$ cat src/tci_regs.vh
`ifndef TCI_REGS_VH
`define TCI_REGS_VH
// register indices; byte address is four times the index
`define TCI_IDX_FREE_LOW 6'h20
`define TCI_IDX_FREE_HIGH 6'h21
`define TCI_IDX_CAP_A_RISE 6'h22
`define TCI_IDX_CAP_B_RISE 6'h23
`define TCI_IDX_CAP_A_FALL 6'h24
`define TCI_IDX_CAP_B_FALL 6'h25
`define TCI_IDX_IVL_CNT_LOW 6'h26
`define TCI_IDX_IVL_CNT_HIGH 6'h27
`define TCI_IDX_IVL_RLD_LOW 6'h28
`define TCI_IDX_IVL_RLD_HIGH 6'h29
`define TCI_IDX_TIMER_SETUP 6'h2a
`define TCI_IDX_CAP_ENABLE 6'h2b
`define TCI_IDX_CAP_FLAGS 6'h2c
// timer_setup fields
`define TCI_SETUP_FIRST_EDGE 7
`define TCI_SETUP_PRESCALE_HI 6
`define TCI_SETUP_PRESCALE_LO 4
`define TCI_SETUP_WIDE 3
`define TCI_SETUP_MASK 8'hf8
// capture flag / enable bit positions
`define TCI_FLAG_A_RISE 0
`define TCI_FLAG_A_FALL 1
`define TCI_FLAG_B_RISE 2
`define TCI_FLAG_B_FALL 3
// reset values
`define TCI_RST_BYTE 8'h00
`define TCI_RST_NIBBLE 4'h0
`define TCI_RST_COUNT 16'h0000
`define TCI_RST_IVL 12'h000
// free counter event points
`define TCI_PERIOD_MASK 16'h0fff
`define TCI_COUNT_MAX 16'hffff
// bus responses
`define TCI_RESP_OKAY 2'b00
`define TCI_RESP_SLVERR 2'b10
// timing: system clock, nominal capture clock, interval tick
`define TCI_CLK_MHZ 25
`define TCI_TCAP_MHZ 4
`define TCI_TCAP_DIV ((`TCI_CLK_MHZ + `TCI_TCAP_MHZ - 1) / `TCI_TCAP_MHZ)
`define TCI_IVL_TICK_US 1
`define TCI_IVL_DIV (`TCI_IVL_TICK_US * `TCI_CLK_MHZ)
`endif

$ cat src/tci_timer.v
// Overview of operation
// RULE_01 - sixteen-bit free counter counts up on each capture clock tick, readable
// RULE_02 - timer ticks come from a divider enable; register access stays glitch free
// RULE_03 - reading counter low byte latches high byte for a later high read
// RULE_04 - counter sampled on low read; written only when high byte written
// RULE_05 - software reads and writes the counter low byte before high byte
// RULE_06 - periodic event every 4096 capture clock ticks
// RULE_07 - wrap event each time the counter rolls over its maximum
// RULE_08 - rising edge of input a stores counter into capture a rise
// RULE_09 - falling edge of input a stores counter into capture a fall
// RULE_10 - narrow mode captures take the counter slice picked by prescale
// RULE_11 - wide mode capture a registers hold low counter byte
// RULE_12 - narrow mode input b edges load capture b rise and fall
// RULE_13 - wide mode capture b rise holds high byte of input a rise
// RULE_14 - wide mode capture b fall holds high byte of input a fall
// RULE_15 - twelve-bit interval timer; low read latches upper nibble
// RULE_16 - interval high read returns latched nibble, upper bits zero
// RULE_17 - interval count registers ignore software writes
// RULE_18 - software writes reload low byte before reload high nibble
// RULE_19 - interval timer counts at fixed tick, reloads at terminal, raises event
// RULE_20 - capture inputs synchronised and edge detected before loading
// RULE_21 - prescale n selects counter bits seven plus n down to n
// RULE_22 - wide select disables capture b; its registers extend capture a
// RULE_23 - first-edge option keeps first capture until read, else latest
// RULE_24 - each capture edge sets a flag; writing one clears it
//
// Design decision made here: the AXI4-Lite slave port.
`include "tci_regs.vh"
`default_nettype none
module tci_timer #(
  parameter [7:0] TCAP_DIV = `TCI_TCAP_DIV,
  parameter [7:0] IVL_DIV = `TCI_IVL_DIV
) (
  input wire aclk,
  input wire aresetn,
  input wire [7:0] s_axi_awaddr,
  input wire s_axi_awvalid,
  output wire s_axi_awready,
  input wire [31:0] s_axi_wdata,
  input wire [3:0] s_axi_wstrb,
  input wire s_axi_wvalid,
  output wire s_axi_wready,
  output reg [1:0] s_axi_bresp,
  output reg s_axi_bvalid,
  input wire s_axi_bready,
  input wire [7:0] s_axi_araddr,
  input wire s_axi_arvalid,
  output wire s_axi_arready,
  output reg [31:0] s_axi_rdata,
  output reg [1:0] s_axi_rresp,
  output reg s_axi_rvalid,
  input wire s_axi_rready,
  input wire capture_input_a,
  input wire capture_input_b,
  output reg period_evt,
  output reg wrap_evt,
  output reg interval_evt,
  output reg capture_a_irq,
  output reg capture_b_irq
);

  // counter slice for narrow capture: value n picks bits [7+n:n]
  function [7:0] tci_slice;
    input [15:0] cnt;
    input [2:0] sel;
    reg [15:0] shifted;
    begin
      shifted = cnt >> sel;
      tci_slice = shifted[7:0];
    end
  endfunction

  // register index decode shared by the read and write paths
  function tci_mapped;
    input [5:0] idx;
    begin
      tci_mapped = (idx >= `TCI_IDX_FREE_LOW) && (idx <= `TCI_IDX_CAP_FLAGS);
    end
  endfunction

  reg [15:0] free_count;
  reg [7:0] free_hold_high;
  reg [7:0] free_write_low;
  reg [7:0] capture_a_rise;
  reg [7:0] capture_b_rise;
  reg [7:0] capture_a_fall;
  reg [7:0] capture_b_fall;
  reg [11:0] interval_count;
  reg [3:0] interval_hold_high;
  reg [7:0] interval_reload_low;
  reg [3:0] interval_reload_high;
  reg [7:0] timer_setup;
  reg [3:0] capture_enable;
  reg [3:0] capture_event_flags;
  reg [3:0] held;
  reg [7:0] tcap_div_cnt;
  reg [7:0] ivl_div_cnt;
  reg tcap_tick;
  reg ivl_tick;

  // write channel holding: address and data may arrive in either order
  reg aw_full;
  reg w_full;
  reg [5:0] aw_idx;
  reg [7:0] w_byte;
  reg w_lane;

  assign s_axi_awready = ~aw_full & ~s_axi_bvalid;
  assign s_axi_wready = ~w_full & ~s_axi_bvalid;
  assign s_axi_arready = ~s_axi_rvalid;

  wire do_write = aw_full & w_full & ~s_axi_bvalid;
  wire wr_ok = do_write & w_lane & tci_mapped(aw_idx);
  wire do_read = s_axi_arvalid & s_axi_arready;
  wire [5:0] ar_idx = s_axi_araddr[7:2];
  wire rd_ok = do_read & tci_mapped(ar_idx);

  wire first_edge = timer_setup[`TCI_SETUP_FIRST_EDGE];
  wire wide_capture_select = timer_setup[`TCI_SETUP_WIDE];
  wire [2:0] prescale = timer_setup[`TCI_SETUP_PRESCALE_HI:`TCI_SETUP_PRESCALE_LO];

  // capture clock and interval tick enables from one system clock
  always @(posedge aclk) begin
    if (!aresetn) begin
      tcap_div_cnt <= 8'h00;
      ivl_div_cnt <= 8'h00;
      tcap_tick <= 1'b0;
      ivl_tick <= 1'b0;
    end else begin
      tcap_tick <= (tcap_div_cnt == TCAP_DIV - 8'h01); // RULE_02
      ivl_tick <= (ivl_div_cnt == IVL_DIV - 8'h01); // RULE_19
      if (tcap_div_cnt == TCAP_DIV - 8'h01) begin
        tcap_div_cnt <= 8'h00;
      end else begin
        tcap_div_cnt <= tcap_div_cnt + 8'h01;
      end
      if (ivl_div_cnt == IVL_DIV - 8'h01) begin
        ivl_div_cnt <= 8'h00;
      end else begin
        ivl_div_cnt <= ivl_div_cnt + 8'h01;
      end
    end
  end

  // capture input synchronisers; first stage feeds only the second
  wire [1:0] pin_in = {capture_input_b, capture_input_a};
  wire [1:0] pin_rise;
  wire [1:0] pin_fall;
  genvar gi;
  generate
    for (gi = 0; gi < 2; gi = gi + 1) begin : g_sync
      reg meta;
      reg stable;
      reg last;
      always @(posedge aclk) begin
        if (!aresetn) begin
          meta <= 1'b0;
          stable <= 1'b0;
          last <= 1'b0;
        end else begin
          meta <= pin_in[gi]; // RULE_20
          stable <= meta;
          last <= stable;
        end
      end
      assign pin_rise[gi] = stable & ~last; // RULE_20
      assign pin_fall[gi] = ~stable & last;
    end
  endgenerate

  // capture loads; wide mode slaves capture b to input a, first-edge gates reloads
  wire load_ar = pin_rise[0] & ~(first_edge & held[`TCI_FLAG_A_RISE]); // RULE_08 RULE_23
  wire load_af = pin_fall[0] & ~(first_edge & held[`TCI_FLAG_A_FALL]); // RULE_09 RULE_23
  wire load_br = wide_capture_select ? load_ar :
                 pin_rise[1] & ~(first_edge & held[`TCI_FLAG_B_RISE]); // RULE_12 RULE_22
  wire load_bf = wide_capture_select ? load_af :
                 pin_fall[1] & ~(first_edge & held[`TCI_FLAG_B_FALL]); // RULE_12 RULE_22
  wire [7:0] narrow_val = tci_slice(free_count, prescale); // RULE_10 RULE_21
  wire [7:0] a_val = wide_capture_select ? free_count[7:0] : narrow_val; // RULE_11
  wire [7:0] b_val = wide_capture_select ? free_count[15:8] : narrow_val; // RULE_13 RULE_14

  // edge events per flag; capture b raises none in wide mode
  wire [3:0] edge_evt = {pin_fall[1] & ~wide_capture_select, pin_rise[1] & ~wide_capture_select,
                         pin_fall[0], pin_rise[0]};
  wire [3:0] load_vec = {load_bf, load_br, load_af, load_ar};
  wire [3:0] read_vec = {rd_ok && ar_idx == `TCI_IDX_CAP_B_FALL,
                         rd_ok && ar_idx == `TCI_IDX_CAP_B_RISE,
                         rd_ok && ar_idx == `TCI_IDX_CAP_A_FALL,
                         rd_ok && ar_idx == `TCI_IDX_CAP_A_RISE};
  wire [3:0] flag_clear = (wr_ok && aw_idx == `TCI_IDX_CAP_FLAGS) ? w_byte[3:0] : 4'h0;

  // capture registers, hold markers and event flags
  always @(posedge aclk) begin
    if (!aresetn) begin
      capture_a_rise <= `TCI_RST_BYTE;
      capture_b_rise <= `TCI_RST_BYTE;
      capture_a_fall <= `TCI_RST_BYTE;
      capture_b_fall <= `TCI_RST_BYTE;
      held <= 4'h0;
      capture_event_flags <= 4'h0;
    end else begin
      // edge load wins over a software write in the same cycle
      if (load_ar) begin
        capture_a_rise <= a_val; // RULE_08
      end else if (wr_ok && aw_idx == `TCI_IDX_CAP_A_RISE) begin
        capture_a_rise <= w_byte;
      end
      if (load_af) begin
        capture_a_fall <= a_val; // RULE_09
      end else if (wr_ok && aw_idx == `TCI_IDX_CAP_A_FALL) begin
        capture_a_fall <= w_byte;
      end
      if (load_br) begin
        capture_b_rise <= b_val; // RULE_12 RULE_13
      end else if (wr_ok && aw_idx == `TCI_IDX_CAP_B_RISE) begin
        capture_b_rise <= w_byte;
      end
      if (load_bf) begin
        capture_b_fall <= b_val; // RULE_12 RULE_14
      end else if (wr_ok && aw_idx == `TCI_IDX_CAP_B_FALL) begin
        capture_b_fall <= w_byte;
      end
      // a new load sets the marker even if the register is read that cycle
      held <= (held & ~read_vec) | load_vec; // RULE_23
      // set wins over the write-one clear
      capture_event_flags <= (capture_event_flags & ~flag_clear) | edge_evt; // RULE_24
    end
  end

  // free counter: software write only lands on the high byte write
  always @(posedge aclk) begin
    if (!aresetn) begin
      free_count <= `TCI_RST_COUNT;
      free_hold_high <= `TCI_RST_BYTE;
      free_write_low <= `TCI_RST_BYTE;
      period_evt <= 1'b0;
      wrap_evt <= 1'b0;
    end else begin
      period_evt <= tcap_tick && ((free_count & `TCI_PERIOD_MASK) == `TCI_PERIOD_MASK); // RULE_06
      wrap_evt <= tcap_tick && (free_count == `TCI_COUNT_MAX); // RULE_07
      if (wr_ok && aw_idx == `TCI_IDX_FREE_LOW) begin
        free_write_low <= w_byte; // RULE_04
      end
      if (wr_ok && aw_idx == `TCI_IDX_FREE_HIGH) begin
        free_count <= {w_byte, free_write_low}; // RULE_04
      end else if (tcap_tick) begin
        free_count <= free_count + 16'h0001; // RULE_01
      end
      if (rd_ok && ar_idx == `TCI_IDX_FREE_LOW) begin
        free_hold_high <= free_count[15:8]; // RULE_03 RULE_04
      end
    end
  end

  // interval timer: counts down, reloads at zero
  wire [11:0] reload_val = {interval_reload_high, interval_reload_low};
  always @(posedge aclk) begin
    if (!aresetn) begin
      interval_count <= `TCI_RST_IVL;
      interval_hold_high <= `TCI_RST_NIBBLE;
      interval_evt <= 1'b0;
    end else begin
      interval_evt <= ivl_tick && (interval_count == `TCI_RST_IVL); // RULE_19
      if (ivl_tick) begin
        if (interval_count == `TCI_RST_IVL) begin
          interval_count <= reload_val; // RULE_19
        end else begin
          interval_count <= interval_count - 12'h001;
        end
      end
      if (rd_ok && ar_idx == `TCI_IDX_IVL_CNT_LOW) begin
        interval_hold_high <= interval_count[11:8]; // RULE_15
      end
    end
  end

  // software configuration registers; interval count registers have no write path
  always @(posedge aclk) begin
    if (!aresetn) begin
      interval_reload_low <= `TCI_RST_BYTE;
      interval_reload_high <= `TCI_RST_NIBBLE;
      timer_setup <= `TCI_RST_BYTE;
      capture_enable <= 4'h0;
    end else if (wr_ok) begin
      case (aw_idx)
        `TCI_IDX_IVL_RLD_LOW: begin
          interval_reload_low <= w_byte;
        end
        `TCI_IDX_IVL_RLD_HIGH: begin
          interval_reload_high <= w_byte[3:0];
        end
        `TCI_IDX_TIMER_SETUP: begin
          timer_setup <= w_byte & `TCI_SETUP_MASK;
        end
        `TCI_IDX_CAP_ENABLE: begin
          capture_enable <= w_byte[3:0];
        end
        default: begin
          capture_enable <= capture_enable; // RULE_17
        end
      endcase
    end
  end

  // per channel request levels from enabled flags
  always @(posedge aclk) begin
    if (!aresetn) begin
      capture_a_irq <= 1'b0;
      capture_b_irq <= 1'b0;
    end else begin
      capture_a_irq <= |(capture_event_flags[1:0] & capture_enable[1:0]); // RULE_24
      capture_b_irq <= |(capture_event_flags[3:2] & capture_enable[3:2]);
    end
  end

  // write channel: latch each half, answer once both are in
  always @(posedge aclk) begin
    if (!aresetn) begin
      aw_full <= 1'b0;
      w_full <= 1'b0;
      aw_idx <= 6'h00;
      w_byte <= `TCI_RST_BYTE;
      w_lane <= 1'b0;
      s_axi_bvalid <= 1'b0;
      s_axi_bresp <= `TCI_RESP_OKAY;
    end else begin
      if (s_axi_awvalid && s_axi_awready) begin
        aw_full <= 1'b1;
        aw_idx <= s_axi_awaddr[7:2];
      end
      if (s_axi_wvalid && s_axi_wready) begin
        w_full <= 1'b1;
        w_byte <= s_axi_wdata[7:0];
        w_lane <= s_axi_wstrb[0];
      end
      if (do_write) begin
        aw_full <= 1'b0;
        w_full <= 1'b0;
        s_axi_bvalid <= 1'b1;
        s_axi_bresp <= tci_mapped(aw_idx) ? `TCI_RESP_OKAY : `TCI_RESP_SLVERR;
      end else if (s_axi_bvalid && s_axi_bready) begin
        s_axi_bvalid <= 1'b0;
      end
    end
  end

  // read data mux; reading a low byte also fires the latching above
  reg [7:0] rd_byte;
  always @* begin
    rd_byte = `TCI_RST_BYTE;
    case (ar_idx)
      `TCI_IDX_FREE_LOW: rd_byte = free_count[7:0]; // RULE_03
      `TCI_IDX_FREE_HIGH: rd_byte = free_hold_high; // RULE_03
      `TCI_IDX_CAP_A_RISE: rd_byte = capture_a_rise;
      `TCI_IDX_CAP_B_RISE: rd_byte = capture_b_rise;
      `TCI_IDX_CAP_A_FALL: rd_byte = capture_a_fall;
      `TCI_IDX_CAP_B_FALL: rd_byte = capture_b_fall;
      `TCI_IDX_IVL_CNT_LOW: rd_byte = interval_count[7:0]; // RULE_15
      `TCI_IDX_IVL_CNT_HIGH: rd_byte = {4'h0, interval_hold_high}; // RULE_16
      `TCI_IDX_IVL_RLD_LOW: rd_byte = interval_reload_low;
      `TCI_IDX_IVL_RLD_HIGH: rd_byte = {4'h0, interval_reload_high};
      `TCI_IDX_TIMER_SETUP: rd_byte = timer_setup;
      `TCI_IDX_CAP_ENABLE: rd_byte = {4'h0, capture_enable};
      `TCI_IDX_CAP_FLAGS: rd_byte = {4'h0, capture_event_flags};
      default: rd_byte = `TCI_RST_BYTE;
    endcase
  end

  // read channel: one cycle latency, held until rready
  always @(posedge aclk) begin
    if (!aresetn) begin
      s_axi_rvalid <= 1'b0;
      s_axi_rdata <= 32'h00000000;
      s_axi_rresp <= `TCI_RESP_OKAY;
    end else if (do_read) begin
      s_axi_rvalid <= 1'b1;
      s_axi_rdata <= {24'h000000, rd_byte};
      s_axi_rresp <= rd_ok ? `TCI_RESP_OKAY : `TCI_RESP_SLVERR;
    end else if (s_axi_rvalid && s_axi_rready) begin
      s_axi_rvalid <= 1'b0;
    end
  end

endmodule // tci_timer
`default_nettype wire

$ cat config.mk
export PLATFORM = sky130hd
export DESIGN_NAME = tci_timer
export DESIGN_NICKNAME = d
export VERILOG_FILES = /design/src/tci_timer.v
export VERILOG_INCLUDE_DIRS = /design/src
export SDC_FILE = /design/constraint.sdc
export NUM_CORES = 1
export LEC_CHECK = 0
export ABC_AREA = 0
export BUFFER_PORTS_ARGS = -buffer_cell sky130_fd_sc_hd__buf_2
export CORE_ASPECT_RATIO = 0.8
export CORE_MARGIN = 3
export CORE_UTILIZATION = 35
export DETAILED_ROUTE_END_ITERATION = 12
export PLACE_DENSITY = 0.63
export SYNTH_ARGS = -nofsm -noshare
export SYNTH_HDL_FRONTEND = slang
export SYNTH_SLANG_ARGS = --single-unit
export TNS_END_PERCENT = 5
$ cat constraint.sdc
create_clock -name aclk -period 2.01 [get_ports aclk]
set_clock_uncertainty 0.15 [all_clocks]
set_input_delay 0.3015 -clock aclk [delete_from_list [all_inputs] [get_ports aclk]]
set_output_delay 0.3015 -clock aclk [all_outputs]
set_load 0.005 [all_outputs]
==> results.ini, run 1 <==
[outcome]
status = complete, but fails checks
violations = negative setup slack

[route]
firstDrtPassIters = 6
wire_per_inst_microns = 17.4
via_per_inst = 5.38
antenna_left = 0
first_iter_violations = 763
wirelength_microns = 24900
vias = 7692
drc = 0

[placed_design]
gp_congestion = 0.936
io_buffers = 49
dp_hpwl_microns = 18400

[power_and_ir_drop]
p_clk_frac = 0.449
netSwitchingFraction = 0.274
power_density_nw_per_um2 = 695
power_frac_comb = 0.078
p_sw_mw = 2.00
ir_drop_v = 0.000358
p_int_mw = 5.31
cellLeakagePower_nw = 4.03
seqPwrFrac = 0.473

[worst_setup_path]
arrival_ps = 2250
crit_buf_inv = 2
worst-setup-path-type = reg2reg
path_common_cell = buf_6
path_cells = or4b_4 > buf_6 > nor4_4 > buf_6 > mux2_4 > nor2_4 > a211oi_2
path_max_fanout = 6
crit_slowest_cell = or4b_4
crit_family = simple AND/OR/NAND/NOR gates
crit_path_start_kind = register
crit_required_ps = 2160
crit_path_end_kind = register
critical-path-max-stage-delay_ps = 540

[grt]
grt_pass1_vias = 7402
grt.overflow.total = 0
grt_pass1_wl_microns = 40200
antenna_found_initial = 0
grt_usage = 0.189
grt_start_max_net_pins = 58

[synthesis]
async_flop_share = 0
syn_area_sq_um = 8450
yosysSeqAreaShare = 0.396
ys_warn_count = 0
synth.distinct_cells = 72
avgSynthCellArea_sq_um = 8.62
synth_edf_count = 0
ys_ff_latch = 167
syn_inst = 980
synthFlopType = dfxtp_1

[finish]
n_antenna_cell = 0
fill_cells = 2298
final_common_cell = dfxtp_1
drive_gt1_frac = 0.222
most-common-layout-cells = 164 x dfxtp_1, 104 x nor2_1, 94 x buf_4
area_delta_synth_final_pct = 24.5
fin_nets = 1172

[timing]
hold_ws_ps = 72.5
fin_tns_setup_ps = -611
clock.fmax_ghz = 0.476
period_share = 1.05
tightest_slew_ps = 613
setup_viol = 12
finalHoldViolCount = 0
period_minus_slack_ps = 2100
grt_setup_unrepaired = true
layout_setup_ws_ps = -92.5
slew_headroom = 0.591
slew_viol_final = 0

[floorplanning]
fp.dieH_microns = 145
num_rows = 50
die_w_microns = 180
start_util = 0.358
core_sq_um = 23600
io-pin-count = 107
die_area_sq_um = 26100

[clocking]
htree_levels = 4
clock_latency_ps = 440
clkSinkCount = 167
cts_tree = yes
clock_path_buffers = 2
cts_buffers = 17
cts.reportedPaths.clkPinSlew_ps = 70
root_buffer = clkbuf_16

[min_path]
hp-class = in2reg

[run]
drv_cap = 0

[path summary, 6_finish.rpt]
kind | from | endpoint | slack, ps | cells past startpoint
setup / recovery | aw_idx[2]$_SDFFE_PN0P_ | capture_b_rise[7]$_SDFFE_PN0P_ | -90 | 7
hold / removal | s_axi_araddr[7] | s_axi_rdata[1]$_SDFFE_PN0P_ | 70 | 3
setup reg to reg | aw_idx[2]$_SDFFE_PN0P_ | capture_b_rise[7]$_SDFFE_PN0P_ | -90 | 7
hold reg to reg | g_sync[1].meta$_SDFF_PN0_ | g_sync[1].stable$_SDFF_PN0_ | 290 | 1
[registers in the layout, indices dropped and copies added, names as in the netlist, 4 cells and up]
signal,flops
tcap_div_cnt,8
capture_b_fall,8
timer_setup,5
capture_a_rise,8
interval_hold_high,4
s_axi_rdata,8
capture_b_rise,8
free_write_low,8
interval_count,12
interval_reload_low,8
free_hold_high,8
w_byte,8
free_count,16
interval_reload_high,4
held,4
capture_event_flags,4
ivl_div_cnt,8
capture_a_fall,8
aw_idx,6
capture_enable,4
[cell type report]
cell class	count	area, sq um	share of cell area
Multi-Input combinational cell	724	4730	0.450
Sequential cell	167	3350	0.318
Timing Repair Buffer	175	1380	0.131
Clock buffer	17	425	0.0404
Tap cell	312	390	0.0371
Clock inverter	15	176	0.0168
Inverter	19	72.6	0.00690
[worst min-delay path: stages]
cell,delay [ps]
buf_2,130
o2111ai_1,80
a31oi_1,90
[power by group through the flow]
stage | combinational (mW) | clock, mW | sequential (mW)
floorplan | 0.366 | 0 | 3.49
global route | 0.628 | 3.46 | 3.47
finish | 0.572 | 3.28 | 3.46
detailed placement | 0.526 | 0 | 3.53
CTS | 0.562 | 3.33 | 3.46
global placement | 0.519 | 0 | 3.53
[layer usage]
layer  routed length, microns  global-route usage
met3                     2090              0.0426
met1                    11800               0.275
met4                      380              0.0537
met5                        0                   0
met2                    10600               0.282
[stage by stage]
| step | cells | setup WS, ps | utilization | area [sq um] | power, mW |
|---|---|---|---|---|---|
| after floorplan | 1005 | -154 | - | 8540 | 3.85 |
| after global placement | 1377 | -90.4 | 0.408 | 9620 | 4.05 |
| after detailed placement | 1377 | -104 | 0.408 | 9620 | 4.06 |
| after CTS | 1429 | -82.4 | 0.443 | 10500 | 7.35 |
| after global routing | 1429 | -172 | 0.446 | 10500 | 7.55 |
| final | 1429 | -92.5 | 0.446 | 10500 | 7.31 |
[cells in the mapped netlist (7+ instances only)]
cell | instances | area (sq um)
inv_1 | 18 | 67.6
a32oi_1 | 7 | 61.3
xor2_1 | 13 | 114
mux2i_1 | 86 | 861
nor2b_1 | 9 | 56.3
a21oi_1 | 68 | 340
o21ai_0 | 44 | 220
ha_1 | 7 | 87.6
and3_1 | 8 | 50.1
nand3_1 | 28 | 140
nor3_1 | 12 | 60.1
buf_1 | 8 | 30.0
mux2_2 | 12 | 135
xnor2_1 | 14 | 123
and2_1 | 14 | 87.6
o22ai_1 | 17 | 106
nand2b_1 | 13 | 81.3
clkbuf_1 | 54 | 203
dfxtp_1 | 167 | 3340
nand2_1 | 80 | 300
a22oi_1 | 24 | 180
nor2_1 | 113 | 424
nand4_1 | 9 | 56.3
a31oi_1 | 9 | 56.3
a211oi_1 | 16 | 120
buf_4 | 26 | 195
[kinds of logic (layout without fill, tap and decap cells)]
family,Yosys count,count (layout),synth area share
compound gates,238,238,0.183
xor+xnor,27,27,0.0280
fa+ha+maj,7,7,0.0104
buf+inv,114,226,0.0650
flops,167,167,0.396
mux,104,104,0.129
other cells,1,26,0.000444
simple gates,322,322,0.189
[repair_timing]
action	4_1_cts	5_1_grt
gates cloned	0	0
hold endpoints to repair	19	0
hold buffers	19	0
setup buffers	1	0
pin swaps	4	1
resized for setup	11	27
endpoints found under the setup margin	50	53
Power figures use the tool's default switching activity.
==> run 2: changes to the inputs <==
- SETUP_SLACK_MARGIN: not set -> 0.5
==> run 2 against run 1 <==
Net effect:
- the run still ends with negative setup slack left
- sequential power hardly changed
- sequential cell count stayed put
- worst hold slack got worse by 2.2 ps
- count of clock-buffer cells in the layout unchanged
- largest cell class unchanged
- largest power group unchanged
- highest routed layer unchanged
==> results.ini, run 2 (synthesis gave the netlist of run 1 again) <==
[floorplanning]
die_w_microns = 180  ; unchanged
io-pin-count = 107  ; unchanged
fp.dieH_microns = 145  ; unchanged
start_util = 0.358  ; unchanged
die_area_sq_um = 26100  ; unchanged
num_rows = 50  ; unchanged
core_sq_um = 23600  ; unchanged

[worst_setup_path]
crit_slowest_cell = or4b_4
worst-setup-path-type = reg2reg
crit_required_ps = 2180  ; +20 ps
path_cells = or4b_4 > nor4_4 > buf_12 > mux2_1 > nor2_1 > a211oi_2
path_max_fanout = 9  ; +3
r2r_cells = 6  ; -1
crit_path_start_kind = register
crit_path_end_kind = register
critical-path-max-stage-delay_ps = 550  ; about the same
arrival_ps = 2220  ; -30 ps

[grt]
grt_pass1_vias = 7112  ; -3.9%
grt_usage = 0.184  ; -0.00579
grt.overflow.total = 0  ; unchanged
grt_pass1_wl_microns = 38900  ; -3.2%
antenna_found_initial = 0  ; unchanged
grt_start_max_net_pins = 62  ; +6.9%

[finish]
fin_util = 0.457  ; +0.0108
largest_register_ffs = 16  ; unchanged
area_delta_synth_final_pct = 27.5
reg.largest.list = free_count x16, interval_count x12
drive_gt1_frac = 0.260  ; +0.0381
most-common-layout-cells = 151 x dfxtp_1, 105 x nor2_1, 84 x mux2i_1
fin_nets = 1163  ; -0.77%
top_register = free_count
final_common_cell = dfxtp_1
n_antenna_cell = 0  ; unchanged

[clocking]
clock_path_buffers = 2  ; unchanged
clkSinkCount = 167  ; unchanged
cts.reportedPaths.clkPinSlew_ps = 70  ; about the same
cts_tree = yes
root_buffer = clkbuf_16
htree_levels = 4  ; unchanged
cts_buffers = 17  ; unchanged
clock_latency_ps = 440  ; about the same

[timing]
slew_viol_final = 0  ; unchanged
clock.fmax_ghz = 0.488  ; +2.6%
layout_setup_ws_ps = -40.0  ; +52.5 ps
period_minus_slack_ps = 2050  ; -52.5 ps
grt_setup_unrepaired = true
tightest_slew_ps = 605  ; -7.81 ps
slew_headroom = 0.597  ; +0.00577
finalHoldViolCount = 0  ; unchanged
period_share = 1.02  ; -0.0261
setup_viol = 15  ; +3
fin_tns_setup_ps = -268  ; +343 ps

[route]
wirelength_microns = 24500  ; -1.4%
antenna_left = 0  ; unchanged
first_iter_violations = 711  ; -6.8%
drc = 0  ; unchanged
firstDrtPassIters = 6  ; unchanged
via_per_inst = 5.33  ; -1.0%
wire_per_inst_microns = 17.3  ; -0.75%
vias = 7559  ; -1.7%

[placed_design]
gp_congestion = 0.917  ; -2.0%
dp_hpwl_microns = 18000  ; -2.1%
io_buffers = 49  ; unchanged

[min_path]
hp-class = in2reg
hold_depth = 3  ; unchanged

[power_and_ir_drop]
power_density_nw_per_um2 = 679  ; -2.3%
total_power_mw = 7.31  ; about the same
cellLeakagePower_nw = 4.06  ; +0.67%
ir_drop_v = 0.000375  ; +4.7%

[outcome]
violations = negative setup slack
status = complete, but fails checks

[run]
drv_cap = 0  ; unchanged

run 2: cell types whose count changed in the layout (fill, tap and decap cells not counted), moves of 4 or more:
cell	before	now
nor2_2	10	4
a21oi_1	68	61
clkinv_8	5	0
dfxtp_2	3	13
buf_6	3	12
buf_4	94	74
nor2_4	2	7
o21ai_0	39	33
a21oi_2	0	7
dfxtp_1	164	151
o21ai_1	5	9
nand3_1	28	24
run 2: critical path: cells and delay by family (launching register included):
kind / cells / cell delay (ps)
DFF: 1 / 340
AOI/OAI and AO/OA: 1 / 60
buffers and inverters: 1 / 180
and+or+nand+nor: 3 / 870
muxes: 1 / 320
run 2: layer usage:
layer  up-vias  GRT usage  routed length (microns)
li1       3696          -                        -
met1      3571      0.276                    11900
met2       266      0.265                    10400
met3        26     0.0434                     1860
met4         0     0.0410                      276
met5         -          0                        0
run 2: final timing paths:
check | start | slack, ps | endpoint
worst max register to register | aw_idx[2]$_SDFFE_PN0P_ | -40 | capture_b_rise[4]$_SDFFE_PN0P_
worst min-delay path | s_axi_araddr[7] | 70 | s_axi_rdata[1]$_SDFFE_PN0P_
worst max-delay path | aw_idx[2]$_SDFFE_PN0P_ | -40 | capture_b_rise[4]$_SDFFE_PN0P_
worst min register to register | g_sync[1].meta$_SDFF_PN0_ | 300 | g_sync[1].stable$_SDFF_PN0_
run 2: per-stage QoR:
| stage | hold slack (ps) | std cells | worst slack, ps | instance area (sq um) |
|---|---|---|---|---|
| 5_1_grt | 87.0 | 1419 | -106 | 10800 |
| 2_1_floorplan | 262 | 1005 | -154 | 8550 |
| 6_report | 70.3 | 1419 | -40.0 | 10800 |
| 3_5_place_dp | 283 | 1366 | -82.3 | 9560 |
| 4_1_cts | 50.4 | 1416 | -53.7 | 10400 |
| 3_3_place_gp | 270 | 1366 | -65.2 | 9560 |
run 2: power breakdown:
group          switching [mW]  internal (mW)
clock network            1.52           1.75
logic                   0.319          0.266
registers              0.0844           3.37
total                    1.92           5.39
run 2: cell type report:
type,instances,area [sq um]
flip-flops and latches,167,3370
clock inverters,14,150
clock buffers,17,425
inverters,19,75.1
well taps,312,390
repair buffers,166,1370
multi-input cells,724,5000
fillers,2257,12800
run 2: repair_timing:
item                                    CTS  global route
endpoints found under the setup margin  115           137
setup buffers                             0             3
hold buffers                             19             0
pin swaps                                 4            77
resized for setup                        10           116
endpoints found under the hold margin    19             0
